File: config.mk
export PLATFORM = sky130hd
export DESIGN_NAME = tsw_config_select
export DESIGN_NICKNAME = d
export VERILOG_FILES = /design/src/tsw_pkg.sv /design/src/tsw_buf2.sv /design/src/tsw_config_select.sv
export VERILOG_INCLUDE_DIRS = /design/src
export SDC_FILE = /design/constraint.sdc
export NUM_CORES = 1
export LEC_CHECK = 0
export CAP_MARGIN = 20
export CORE_ASPECT_RATIO = 0.6
export CORE_MARGIN = 5
export CORE_UTILIZATION = 25
export CTS_BUF_LIST = sky130_fd_sc_hd__clkbuf_4 sky130_fd_sc_hd__clkbuf_8
export DETAILED_ROUTE_END_ITERATION = 10
export DONT_BUFFER_PORTS = 1
export PLACE_DENSITY = 0.36
export SLEW_MARGIN = 30
export SYNTH_ARGS = -nofsm -noshare
export SYNTH_HDL_FRONTEND = slang
export SYNTH_SLANG_ARGS = --single-unit
File: constraint.sdc
create_clock -name clk -period 2.5 [get_ports clk]
set_input_delay 0 -clock clk [delete_from_list [all_inputs] [get_ports clk]]
set_output_delay 0 -clock clk [all_outputs]
set_load 0.05 [all_outputs]
File: src/tsw_map.svh
// constants for the tdm switch configuration selector
`ifndef TSW_MAP_SVH
`define TSW_MAP_SVH
`define TSW_RATE_2M 2'h0
`define TSW_RATE_4M 2'h1
`define TSW_RATE_8M 2'h2
`define TSW_ARRB_8X8 2'h0
`define TSW_ARRB_16X8 2'h1
`define TSW_ARRB_PAIR 2'h2
`define TSW_ARRB_NIB 2'h3
`define TSW_N_IN 16
`define TSW_N_OUT 10
`define TSW_SLOTS_2M 8'h20
`define TSW_SLOTS_4M 8'h40
`define TSW_SLOTS_8M 8'h80
`define TSW_SLOTS_NIB 8'h40
`define TSW_CAP_512 10'h200
`define TSW_CAP_256 10'h100
`define TSW_CAP_128 10'h080
`define TSW_PAIR_MIN 4'h2
`define TSW_PAIR_MAX 4'h9
`define TSW_RST_RRS 1'h0
`define TSW_RST_ARRB 2'h0
`define TSW_RST_IN_RATE 2'h0
`define TSW_RST_OUT_RATE 2'h0
`define TSW_RST_PAIR 8'h32
`endif

File: src/tsw_pkg.sv
// types shared by the tdm switch configuration selector
package tsw_pkg;
  typedef enum logic [2:0] {
    TSW_ARR_8X8,
    TSW_ARR_16X8,
    TSW_ARR_PAIR,
    TSW_ARR_NIB,
    TSW_ARR_4M_8X4,
    TSW_ARR_4M_4X4,
    TSW_ARR_8M_2X2,
    TSW_ARR_DIFF
  } tsw_arr_t;

  typedef enum logic {
    TSW_PH_IDLE,
    TSW_PH_RUN
  } tsw_phase_t;

  typedef struct packed {
    tsw_arr_t arrangement;
    logic [1:0] in_rate;
    logic [1:0] out_rate;
    logic [4:0] n_in;
    logic [3:0] n_out;
    logic [7:0] in_slots;
    logic [7:0] out_slots;
    logic [9:0] cap_in;
    logic [9:0] cap_out;
    logic non_blocking;
    logic delay_sel_ok;
    logic nibble;
    logic clk_8m;
    logic cfg_error;
  } tsw_cfg_t;

  typedef struct packed {
    logic msg_mode;
    logic delay_const;
    logic drive_en;
    logic [3:0] stream;
    logic [6:0] chan;
  } tsw_ctl_word_t;
endpackage

File: src/tsw_buf2.sv
// two-entry valid/ready buffer
`timescale 1ns/1ps
module tsw_buf2 #(
  parameter int W = 14
) (
  input wire logic clk,
  input wire logic rst_b,
  input wire logic in_valid,
  output logic in_ready,
  input wire logic [W-1:0] in_data,
  output logic out_valid,
  input wire logic out_ready,
  output logic [W-1:0] out_data
);
  typedef struct packed {
    logic [1:0][W-1:0] mem;
    logic [1:0] count;
  } tsw_buf_st_t;

  tsw_buf_st_t st;
  tsw_buf_st_t next_st;
  logic push;
  logic pop;

  assign in_ready = (st.count != 2'h2);
  assign out_valid = (st.count != 2'h0);
  assign out_data = st.mem[0];
  assign push = in_valid && in_ready;
  assign pop = out_valid && out_ready;

  always_comb
  begin
    next_st = st;
    if (pop)
    begin
      next_st.mem[0] = st.mem[1];
    end
    if (push)
    begin
      // entry index after any pop
      if ((st.count == 2'h0) || (st.count == 2'h1 && pop))
      begin
        next_st.mem[0] = in_data;
      end
      else
      begin
        next_st.mem[1] = in_data;
      end
    end
    next_st.count = st.count + {1'b0, push} - {1'b0, pop};
  end

  always_ff @(posedge clk or negedge rst_b)
  begin
    if (!rst_b)
    begin
      st <= '0;
    end
    else
    begin
      st <= next_st;
    end
  end
endmodule

File: src/tsw_config_select.sv
// switching configuration decode and channel control word conditioning
`timescale 1ns/1ps
`include "tsw_map.svh"

// Function
// - identical rates: 2.048 Mb/s arrangement chosen by the two arrangement bits, 4.096 Mb/s by bit 0
// - different rates: always non-blocking, stream counts from rate fields
// - identical rates: common rate from input field, output field ignored
// - 2.048 Mb/s: 8x8, 16x8, stream-pair or nibble arrangement
// - 8x8: 8 in, 8 out, 32 slots, non-blocking, delay choice allowed
// - 16x8: 512x256 blocking, multiplexed bus only, variable delay forced
// - pair mode: pairs 0,1 fixed plus pairs A,B from 2..9, 128x128
// - nibble: 64 nibble slots, 8 in by 4 out, 512x256 blocking
// - 4.096 Mb/s: 8x4 or 4x4, 64 channels per stream
// - 4.096 Mb/s 8x4: 512x256 blocking, variable delay forced
// - 4.096 Mb/s 4x4: 256x256 non-blocking, delay choice honoured
// - 8.192 Mb/s: 2 in, 2 out, 128 slots, bits ignored, 8.192 MHz
// - different rates: arrangement bits ignored, rates from both fields
// - different rates: 256x256 non-blocking with delay choice
// - device derives active stream counts from the written rates
// - rate relation bit selects identical or different rate operation
// - control word carries delay type, message mode and driver enable
module tsw_config_select (
  input wire logic clk,
  input wire logic rst_b,
  input wire logic mode_write,
  input wire logic rate_relation_select,
  input wire logic [1:0] switch_arrangement_bits,
  input wire logic [1:0] input_rate_field,
  input wire logic [1:0] output_rate_field,
  input wire logic pair_write,
  input wire logic [7:0] pair_selection_register,
  input wire logic mux_bus_mode,
  output logic config_loaded,
  output tsw_pkg::tsw_cfg_t cfg,
  output logic [`TSW_N_IN-1:0] in_stream_enable,
  output logic [`TSW_N_OUT-1:0] out_stream_enable,
  output logic pair_select_error,
  input wire logic ctl_in_valid,
  output logic ctl_in_ready,
  input wire tsw_pkg::tsw_ctl_word_t ctl_in,
  output logic ctl_out_valid,
  input wire logic ctl_out_ready,
  output tsw_pkg::tsw_ctl_word_t ctl_out
);
  typedef struct packed {
    tsw_pkg::tsw_phase_t phase;
    logic rrs;
    logic [1:0] arr_code;
    logic [1:0] in_code;
    logic [1:0] out_code;
    logic [7:0] pair_sel;
    tsw_pkg::tsw_cfg_t cfg;
    logic [`TSW_N_IN-1:0] in_mask;
    logic [`TSW_N_OUT-1:0] out_mask;
    logic pair_err;
  } tsw_st_t;

  tsw_st_t st;
  tsw_st_t next_st;
  tsw_pkg::tsw_cfg_t dec;
  tsw_pkg::tsw_ctl_word_t cond_word;
  logic [`TSW_N_IN-1:0] dec_in_mask;
  logic [`TSW_N_OUT-1:0] dec_out_mask;
  logic [3:0] pair_a;
  logic [3:0] pair_b;
  logic pair_a_ok;
  logic pair_b_ok;
  logic buf_in_ready;
  logic accept;
  logic [`TSW_N_IN-1:0] out_mask_wide;

  assign pair_a = st.pair_sel[3:0];
  assign pair_b = st.pair_sel[7:4];
  assign pair_a_ok = (pair_a >= `TSW_PAIR_MIN) && (pair_a <= `TSW_PAIR_MAX);
  assign pair_b_ok = (pair_b >= `TSW_PAIR_MIN) && (pair_b <= `TSW_PAIR_MAX);
  // padded so every 4-bit stream index lands inside the mask
  assign out_mask_wide = {{(`TSW_N_IN-`TSW_N_OUT){1'b0}}, st.out_mask};

  // slot count of one stream at a given rate
  function automatic logic [7:0] slots_of(input logic [1:0] rate);
    logic [7:0] s;
    s = `TSW_SLOTS_2M;
    case (rate)
      `TSW_RATE_4M: s = `TSW_SLOTS_4M;
      `TSW_RATE_8M: s = `TSW_SLOTS_8M;
      default: s = `TSW_SLOTS_2M;
    endcase
    return s;
  endfunction

  // decode of the stored mode fields
  always_comb
  begin
    dec = '0;
    dec.in_rate = st.in_code;
    dec.out_rate = st.in_code;
    dec.cap_in = `TSW_CAP_256;
    dec.cap_out = `TSW_CAP_256;
    dec.non_blocking = 1'b1;
    dec.delay_sel_ok = 1'b1;
    if (!st.rrs)
    begin
      // output field not consulted here
      dec.in_slots = slots_of(st.in_code);
      dec.out_slots = slots_of(st.in_code);
      case (st.in_code)
        `TSW_RATE_2M:
        begin
          case (st.arr_code)
            `TSW_ARRB_8X8:
            begin
              dec.arrangement = tsw_pkg::TSW_ARR_8X8;
              dec.n_in = 5'h08;
              dec.n_out = 4'h8;
            end
            `TSW_ARRB_16X8:
            begin
              dec.arrangement = tsw_pkg::TSW_ARR_16X8;
              dec.n_in = 5'h10;
              dec.n_out = 4'h8;
              dec.cap_in = `TSW_CAP_512;
              dec.non_blocking = 1'b0;
              dec.delay_sel_ok = 1'b0;
              dec.cfg_error = !mux_bus_mode;
            end
            `TSW_ARRB_PAIR:
            begin
              dec.arrangement = tsw_pkg::TSW_ARR_PAIR;
              dec.n_in = 5'h04;
              dec.n_out = 4'h4;
              dec.cap_in = `TSW_CAP_128;
              dec.cap_out = `TSW_CAP_128;
            end
            default:
            begin
              dec.arrangement = tsw_pkg::TSW_ARR_NIB;
              dec.nibble = 1'b1;
              dec.n_in = 5'h08;
              dec.n_out = 4'h4;
              dec.in_slots = `TSW_SLOTS_NIB;
              dec.out_slots = `TSW_SLOTS_NIB;
              dec.cap_in = `TSW_CAP_512;
              dec.non_blocking = 1'b0;
              dec.delay_sel_ok = 1'b0;
            end
          endcase
        end
        `TSW_RATE_4M:
        begin
          dec.n_out = 4'h4;
          // bit 0 set picks 4x4, clear picks 8x4
          if (st.arr_code[0])
          begin
            dec.arrangement = tsw_pkg::TSW_ARR_4M_4X4;
            dec.n_in = 5'h04;
          end
          else
          begin
            dec.arrangement = tsw_pkg::TSW_ARR_4M_8X4;
            dec.n_in = 5'h08;
            dec.cap_in = `TSW_CAP_512;
            dec.non_blocking = 1'b0;
            dec.delay_sel_ok = 1'b0;
          end
        end
        `TSW_RATE_8M:
        begin
          // arrangement bits disregarded
          dec.arrangement = tsw_pkg::TSW_ARR_8M_2X2;
          dec.n_in = 5'h02;
          dec.n_out = 4'h2;
          dec.clk_8m = 1'b1;
        end
        default:
        begin
          // reserved rate code
          dec.arrangement = tsw_pkg::TSW_ARR_8X8;
          dec.cfg_error = 1'b1;
        end
      endcase
    end
    else
    begin
      // arrangement bits disregarded
      dec.arrangement = tsw_pkg::TSW_ARR_DIFF;
      dec.out_rate = st.out_code;
      dec.in_slots = slots_of(st.in_code);
      dec.out_slots = slots_of(st.out_code);
      dec.n_in = 5'h08;
      dec.n_out = 4'h8;
      case ({st.in_code, st.out_code})
        {`TSW_RATE_2M, `TSW_RATE_4M}:
        begin
          dec.n_out = 4'h4;
        end
        {`TSW_RATE_2M, `TSW_RATE_8M}:
        begin
          dec.n_out = 4'h2;
          dec.clk_8m = 1'b1;
        end
        {`TSW_RATE_4M, `TSW_RATE_2M}:
        begin
          dec.n_in = 5'h04;
        end
        {`TSW_RATE_8M, `TSW_RATE_2M}:
        begin
          dec.n_in = 5'h02;
          dec.clk_8m = 1'b1;
        end
        default:
        begin
          // rate pair with no defined conversion
          dec.cfg_error = 1'b1;
        end
      endcase
    end
  end

  // per-stream enables
  genvar i;
  generate
    for (i = 0; i < `TSW_N_IN; i = i + 1)
    begin : g_stream
      localparam logic [3:0] IDX = 4'(i);
      logic pair_hit;
      // pairs 0 and 1 always present
      assign pair_hit = (IDX < `TSW_PAIR_MIN) ||
        (pair_a_ok && pair_a == IDX) || (pair_b_ok && pair_b == IDX);
      assign dec_in_mask[i] = (dec.arrangement == tsw_pkg::TSW_ARR_PAIR) ?
        pair_hit : (5'(i) < dec.n_in);
      if (i < `TSW_N_OUT)
      begin : g_out
        assign dec_out_mask[i] =
          (dec.arrangement == tsw_pkg::TSW_ARR_PAIR) ?
          pair_hit : (IDX < dec.n_out);
      end
    end
  endgenerate

  // control word conditioning
  always_comb
  begin
    cond_word = ctl_in;
    if (!st.cfg.delay_sel_ok)
    begin
      cond_word.delay_const = 1'b0;
    end
    if (ctl_in.stream >= 4'(`TSW_N_OUT))
    begin
      cond_word.drive_en = 1'b0;
    end
    else if (!out_mask_wide[ctl_in.stream])
    begin
      cond_word.drive_en = 1'b0;
    end
  end

  // words held off until the mode has been programmed
  assign ctl_in_ready = buf_in_ready && (st.phase == tsw_pkg::TSW_PH_RUN);
  assign accept = ctl_in_valid && (st.phase == tsw_pkg::TSW_PH_RUN);

  always_comb
  begin
    next_st = st;
    // mode fields stored on the strobe
    if (mode_write)
    begin
      next_st.rrs = rate_relation_select;
      next_st.arr_code = switch_arrangement_bits;
      next_st.in_code = input_rate_field;
      next_st.out_code = output_rate_field;
    end
    if (pair_write)
    begin
      next_st.pair_sel = pair_selection_register;
    end
    next_st.cfg = dec;
    next_st.in_mask = dec_in_mask;
    next_st.out_mask = dec_out_mask;
    // pair mode needs two distinct pairs in range
    next_st.pair_err = (dec.arrangement == tsw_pkg::TSW_ARR_PAIR) &&
      !(pair_a_ok && pair_b_ok && pair_a != pair_b);
    // leaves idle on the first mode write
    case (st.phase)
      tsw_pkg::TSW_PH_IDLE:
      begin
        if (mode_write)
        begin
          next_st.phase = tsw_pkg::TSW_PH_RUN;
        end
      end
      tsw_pkg::TSW_PH_RUN:
      begin
        next_st.phase = tsw_pkg::TSW_PH_RUN;
      end
      default:
      begin
        next_st.phase = tsw_pkg::TSW_PH_IDLE;
      end
    endcase
  end

  always_ff @(posedge clk or negedge rst_b)
  begin
    if (!rst_b)
    begin
      st <= '0;
      st.phase <= tsw_pkg::TSW_PH_IDLE;
      st.rrs <= `TSW_RST_RRS;
      st.arr_code <= `TSW_RST_ARRB;
      st.in_code <= `TSW_RST_IN_RATE;
      st.out_code <= `TSW_RST_OUT_RATE;
      st.pair_sel <= `TSW_RST_PAIR;
    end
    else
    begin
      st <= next_st;
    end
  end

  assign config_loaded = (st.phase == tsw_pkg::TSW_PH_RUN);
  assign cfg = st.cfg;
  assign in_stream_enable = st.in_mask;
  assign out_stream_enable = st.out_mask;
  assign pair_select_error = st.pair_err;

  tsw_buf2 #(
    .W($bits(tsw_pkg::tsw_ctl_word_t))
  ) tsw_buf2_inst (
    .clk(clk),
    .rst_b(rst_b),
    .in_valid(accept),
    .in_ready(buf_in_ready),
    .in_data(cond_word),
    .out_valid(ctl_out_valid),
    .out_ready(ctl_out_ready),
    .out_data(ctl_out)
  );
endmodule

==> qor.yml, run 1 <==
cts_tree: "built"
timing.rr.end: "in_stream_enable[6]$_DFF_PN0_"
yosysSeqAreaShare: 0.491
postCtsSetupBuffers: 0
track_usage: 0.115
crit_fanout: 9
setup_viol: 0
worstSetupPathDepth: 6
antenna_cells: 0
min_path_type: "in2reg"
synth_top_flop_cell: "dfrtp_1"
critPathLaunchType: "flop"
slowest_stage: "dfrtp_1"
synth_area_leaders: "dfrtp_1 (48%), buf_4 (15%), ha_1 (4.4%), mux2_2 (4.4%), nand2_1 (3.5%)"
yosys_warnings: 0
grt_pass1_wl_mm: 20.1
synth_seq_cells: 100
maxSlewViolCount: 0
start_util: 0.255
die_h_um: 121
area_growth_pct: 6.03
boundaryPins: 137
grt_max_degree: 101
powerDensity_nw_per_um2: 1030
path_cells: "inv_1 > ha_1 > nor2_1 > nand3_1 > buf_4 > o21ai_0"
min_from: "ctl_in[10]"
crit_required_ns: 2.75
holdPathStages: 3
cts_max_level: 3
worst_pin_slew_ns: 0.911
drt-initial-drc-count: 113
netlist-cell-type-count: 52
worst_skew_pair.late_latency_ns: 0.39
io_buffers: 0
first_global_vias: 3065
layout.nets: 508
cts_buffers: 9
place.gp.congestion: 0.734
final.min_clock_period_ns: 2.33
startpoint: "dec[53]$_DFFE_PN0P_"
timing.fmax_mhz: 429
drt-total-wl_mm: 13.1
coreArea_um2: 20000
reg2reg_depth: 6
dp_hpwl_mm: 9.58
maxCapViolCount: 0
n_fill_cell: 2122
cts.reportedPaths.clkPinSlew_ns: 0.10
max-vdd-ir-drop_mv: 0.401
critical-path-max-stage-delay_ns: 0.48
dieArea_um2: 23500
yosysTopAreaCell: "dfrtp_1"
period_share: 0.933
gr-total-overflow: 0
row_count: 40
hold_viol: 0
end_kind: "flop"
synth_edf_count: 0
fin_skew_ns: 0.00981
path_delay_family: "simple AND/OR/NAND/NOR gates"
drive_gt1_frac: 0.148
antenna_found_initial: 0
netlist.area_leader.share: 0.475
multi_input_area_um2: 1820
path_buf_inv: 2
firstDrtPassIters: 6
r2r_start: "dec[53]$_DFFE_PN0P_"
post_drt_wl_per_cell_um: 17.9
netlist_instances: 484
synthArstFlopShare: 1.00
viasPerCell: 4.14
fin_area_um2: 5410
cts_num_sinks: 100
syn_area_um2: 5110
min_to: "tsw_buf2_inst.out_data[11]$_DFF_PN0_"
place_area_um2: 4820
vias: 3032
drc: 0
seq_area_um2: 2510
status: "complete, no violations"
cts_root_buffer: "clkbuf_8"
worst-r2r-setup-slack_ns: 0.17
ant_nets: 0
critPathArrivalTime_ns: 2.59
setup.worst_path.class: "reg2reg"
rsz0062_at_grt: "false"
slew_headroom: 0.393
die_width_um: 195
p_leak_nw: 2.45
setup_tns_ns: 0
cts.path.max_buffers: 2
synth_area_per_cell_um2: 10.5
[layer usage]
metal  share of wire  GRT usage  vias up
met3           0.090     0.0568        8
met2            0.40      0.150       96
met4           0.011     0.0277        0
li1                -          -     1432
met1            0.50      0.165     1496
met5               0          0        -
[how the worst max path moves through the flow]
stage / to / slack, ns
2_1_floorplan: tsw_buf2_inst.st[1]$_DFF_PN0_ / 0.28
3_3_place_gp: in_stream_enable[2]$_DFF_PN0_ / 0.20
3_5_place_dp: in_stream_enable[3]$_DFF_PN0_ / 0.14
4_1_cts: in_stream_enable[3]$_DFF_PN0_ / 0.11
5_1_grt: in_stream_enable[6]$_DFF_PN0_ / 0.04
6_report: in_stream_enable[6]$_DFF_PN0_ / 0.17
[cells in the mapped netlist (all sizes together), types with 3 or more instances]
cell,number
and3,3
xnor2,8
nand2b,3
clkbuf,7
nand3,12
o21ai,41
nor2,20
mux2i,15
a21o,3
inv,23
a31oi,3
ha,18
a21oi,11
mux2,20
o211ai,5
buf,106
nand2,48
dfstp,3
a211oi,3
dfrtp,97
nor3,6
[cells by family after synthesis]
family / count (synthesis) / synth area share
AO/OA/AOI/OAI: 83 / 0.104
XOR/XNOR: 8 / 0.0137
adder cells (fa/ha/maj): 18 / 0.0441
buffers and inverters: 136 / 0.176
flip-flops: 100 / 0.491
multiplexers: 36 / 0.0779
other: 1 / 0.000734
AND/OR/NAND/NOR: 102 / 0.0929
[metrics by stage]
step                      instances  hold WS [ns]   util  setup WS, ns  total power [mW]
after global routing            732       0.00874  0.270        0.0405              5.90
after global placement          681        -0.292  0.241         0.196              4.37
after detailed placement        681        -0.292  0.241         0.135              4.40
after CTS                       732       0.00319  0.270         0.106              5.64
after floorplan                 510        -0.296      -         0.277              4.45
final                           732        0.0308  0.270         0.168              5.55
[flip-flops by register name (all words and copies together), names as in the netlist]
register                flops
in_stream_enable           15
pair_select_error           1
cfg                        29
pair_a                      4
dec                         2
st                          5
pair_b                      4
config_loaded               1
out_stream_enable           9
tsw_buf2_inst.st           16
tsw_buf2_inst.out_data     14
[repair_timing]
| item | in CTS | in global routing |
|---|---|---|
| endpoints found under the setup margin | 0 | 11 |
| hold buffers | 35 | 0 |
| hold endpoints to repair | 146 | 0 |
| gates resized for setup | 0 | 3 |
[placed cells by master, fill, tap and decap left out, drive strengths merged, types with 12 or more instances in the layout]
master,Yosys,routed
buf,106,12
conb,1,27
dfrtp,97,97
dlygate4sd3,0,34
ha,18,18
inv,23,23
mux2,20,20
mux2i,15,15
nand2,48,48
nand3,12,12
nor2,20,20
o21ai,41,41
[power by group]
part | internal [mW] | total, mW | switching (mW) | leakage (nW)
Clock | 0.519 | 1.11 | 0.593 | 0.106
Sequential | 2.00 | 3.17 | 1.16 | 1.22
Combinational | 0.508 | 1.27 | 0.763 | 1.13
Total | 3.03 | 5.55 | 2.52 | 2.45
[worst register-to-register path: stages, from the launching register on]
cell and delay, ns:
dfrtp_1 0.48, inv_1 0.17, ha_1 0.44, nor2_1 0.29, nand3_1 0.24, buf_4 0.24, o21ai_0 0.34
[final cells by class]
cell class / count / area share
inverters: 23 / 0.0159
clock buffers: 11 / 0.0280
multi-input cells: 274 / 0.336
repair buffers: 46 / 0.0832
clock inverters: 5 / 0.0111
well taps: 273 / 0.0631
flip-flops and latches: 100 / 0.463
No activity file was read; power rests on OpenSTA's default activity.
==> run 2: changes to the inputs <==
==> constraint.sdc (replaced) <==
create_clock -name clk -period 2.9 [get_ports clk]
set_input_delay 0 -clock clk [delete_from_list [all_inputs] [get_ports clk]]
set_output_delay 0 -clock clk [all_outputs]
set_load 0.05 [all_outputs]
==> run 2 against run 1 <==
  * Clock power is essentially flat
  * Sequential power shrank 14%
  * First-iteration DRC count grew 11%
  * Worst hold slack lost 0.0015 ns
  * Count of clock-buffer cells in the layout shrank 1
==> qor.yml, run 2 (synthesized netlist as in run 1, its figures left out) <==
final_cell_mix: "dfrtp_1 (97), nand2_1 (47), o21ai_0 (35)"
dp_cells: 676
end_kind: "flop"
final_common_cell: "dfrtp_1"
start_util: 0.255
drc: 0
cts_max_level: 3
die_h_um: 121
vias: 3008
cts_buffers: 9
instances_no_fill: 727
powerDensity_nw_per_um2: 909
antenna_found_initial: 1
largest_reg_flops: 29
multi_input_area_um2: 1800
track_usage: 0.113
worst_pin_slew_ns: 0.910
min_path_type: "in2reg"
rsz0062_at_grt: "false"
cts_tree: "built"
die_width_um: 195
seq_area_um2: 2510
drt-initial-drc-count: 125
worst_skew_pair.late_latency_ns: 0.38
crit_fanout: 13
slew_headroom: 0.394
p_leak_nw: 2.44
cts_root_buffer: "clkbuf_8"
setup.worst_path.class: "reg2reg"
place.gp.congestion: 0.770
gr-total-overflow: 0
crit_required_ns: 3.14
coreArea_um2: 20000
row_count: 40
dieArea_um2: 23500
post_drt_wl_per_cell_um: 17.8
setup_tns_ns: 0
layout.nets: 503
firstDrtPassIters: 4
antenna_cells: 0
critPathArrivalTime_ns: 2.78
cts_num_sinks: 100
cts.reportedPaths.clkPinSlew_ns: 0.10
dp_hpwl_mm: 9.46
area_growth_pct: 5.59
io_buffers: 0
grt_max_degree: 101
n_fill_cell: 2090
maxCapViolCount: 0
status: "complete, no violations"
final.min_clock_period_ns: 2.54
drive_gt1_frac: 0.134
period_share: 0.874
hold_viol: 0
viasPerCell: 4.14
postCtsSetupBuffers: 0
fin_skew_ns: 0.00670
first_global_vias: 3119
grt_pass1_wl_mm: 20.2
max-vdd-ir-drop_mv: 0.386
drt-total-wl_mm: 12.9
ant_nets: 0
critPathLaunchType: "flop"
boundaryPins: 137
maxSlewViolCount: 0
timing.fmax_mhz: 394
setup_viol: 0
cts.path.max_buffers: 2
run 2: cell count changes in the layout (fill, tap and decap cells not counted), moves of 2 or more:
cell | before | now
bufinv_16 | 1 | 3
clkbuf_8 | 11 | 9
buf_4 | 11 | 6
clkinvlp_4 | 1 | 3
clkinv_4 | 2 | 0
run 2: through the flow:
step / worst slack [ns] / power (mW) / util / instance area (µm²) / hold WS [ns]
floorplan: 0.284 / 3.84 / - / 5200 / -0.296
global placement: 0.524 / 3.75 / 0.239 / 4780 / -0.292
detailed placement: 0.371 / 3.78 / 0.239 / 4780 / -0.292
CTS: 0.341 / 5.00 / 0.269 / 5390 / 0.00469
global route: 0.0350 / 5.20 / 0.269 / 5390 / 0.0309
finish: 0.365 / 4.90 / 0.269 / 5390 / 0.0293
run 2: power breakdown:
| part | total [mW] | internal (mW) | switching (mW) |
|---|---|---|---|
| clock network | 1.10 | 0.583 | 0.517 |
| logic | 1.08 | 0.427 | 0.652 |
| registers | 2.72 | 1.73 | 0.996 |
run 2: area by class of cell:
| type | count | area share |
|---|---|---|
| inverter | 23 | 0.0160 |
| sequential | 100 | 0.465 |
| clock buffer | 10 | 0.0244 |
| timing repair buffer | 41 | 0.0766 |
| clock inverter | 6 | 0.0209 |
| tap | 273 | 0.0634 |
| multi-input combinational | 274 | 0.334 |
run 2: worst max-delay path: stages (launching register included):
cell      delay (ns)
dfrtp_1         0.47
inv_1           0.19
ha_1            0.40
o21ai_1         0.18
o211ai_2        0.24
nand3_1         0.43
o21ai_2         0.32
o211ai_1        0.16
run 2: what timing repair did:
item,CTS,global route
resized for setup,0,0
hold buffers,35,0
endpoints found under the hold margin,146,0
run 2: path summary, 6_finish.rpt:
path / start / end / cells past startpoint / slack [ns]
max: dec[53]$_DFFE_PN0P_ / in_stream_enable[2]$_DFF_PN0_ / 7 / 0.36
min reg2reg: dec[52]$_DFFE_PN0P_ / cfg[52]$_DFF_PN0_ / 0 / 0.49
min in group asynchronous: rst_b / tsw_buf2_inst.st[1]$_DFF_PN0_ / 2 / 0.20
max in group asynchronous: rst_b / pair_b[1]$_DFFE_PN1P_ / 2 / 2.26
min: ctl_in[10] / tsw_buf2_inst.st[27]$_DFFE_PN0P_ / 4 / 0.03
max reg2reg: dec[53]$_DFFE_PN0P_ / in_stream_enable[2]$_DFF_PN0_ / 7 / 0.36
run 2: routing by layer:
layer / track usage / up-vias / share of wire
met4: 0.0290 / 0 / 0.011
met3: 0.0602 / 10 / 0.10
met5: 0 / - / 0
met1: 0.160 / 1475 / 0.48
met2: 0.148 / 101 / 0.40
li1: - / 1422 / -
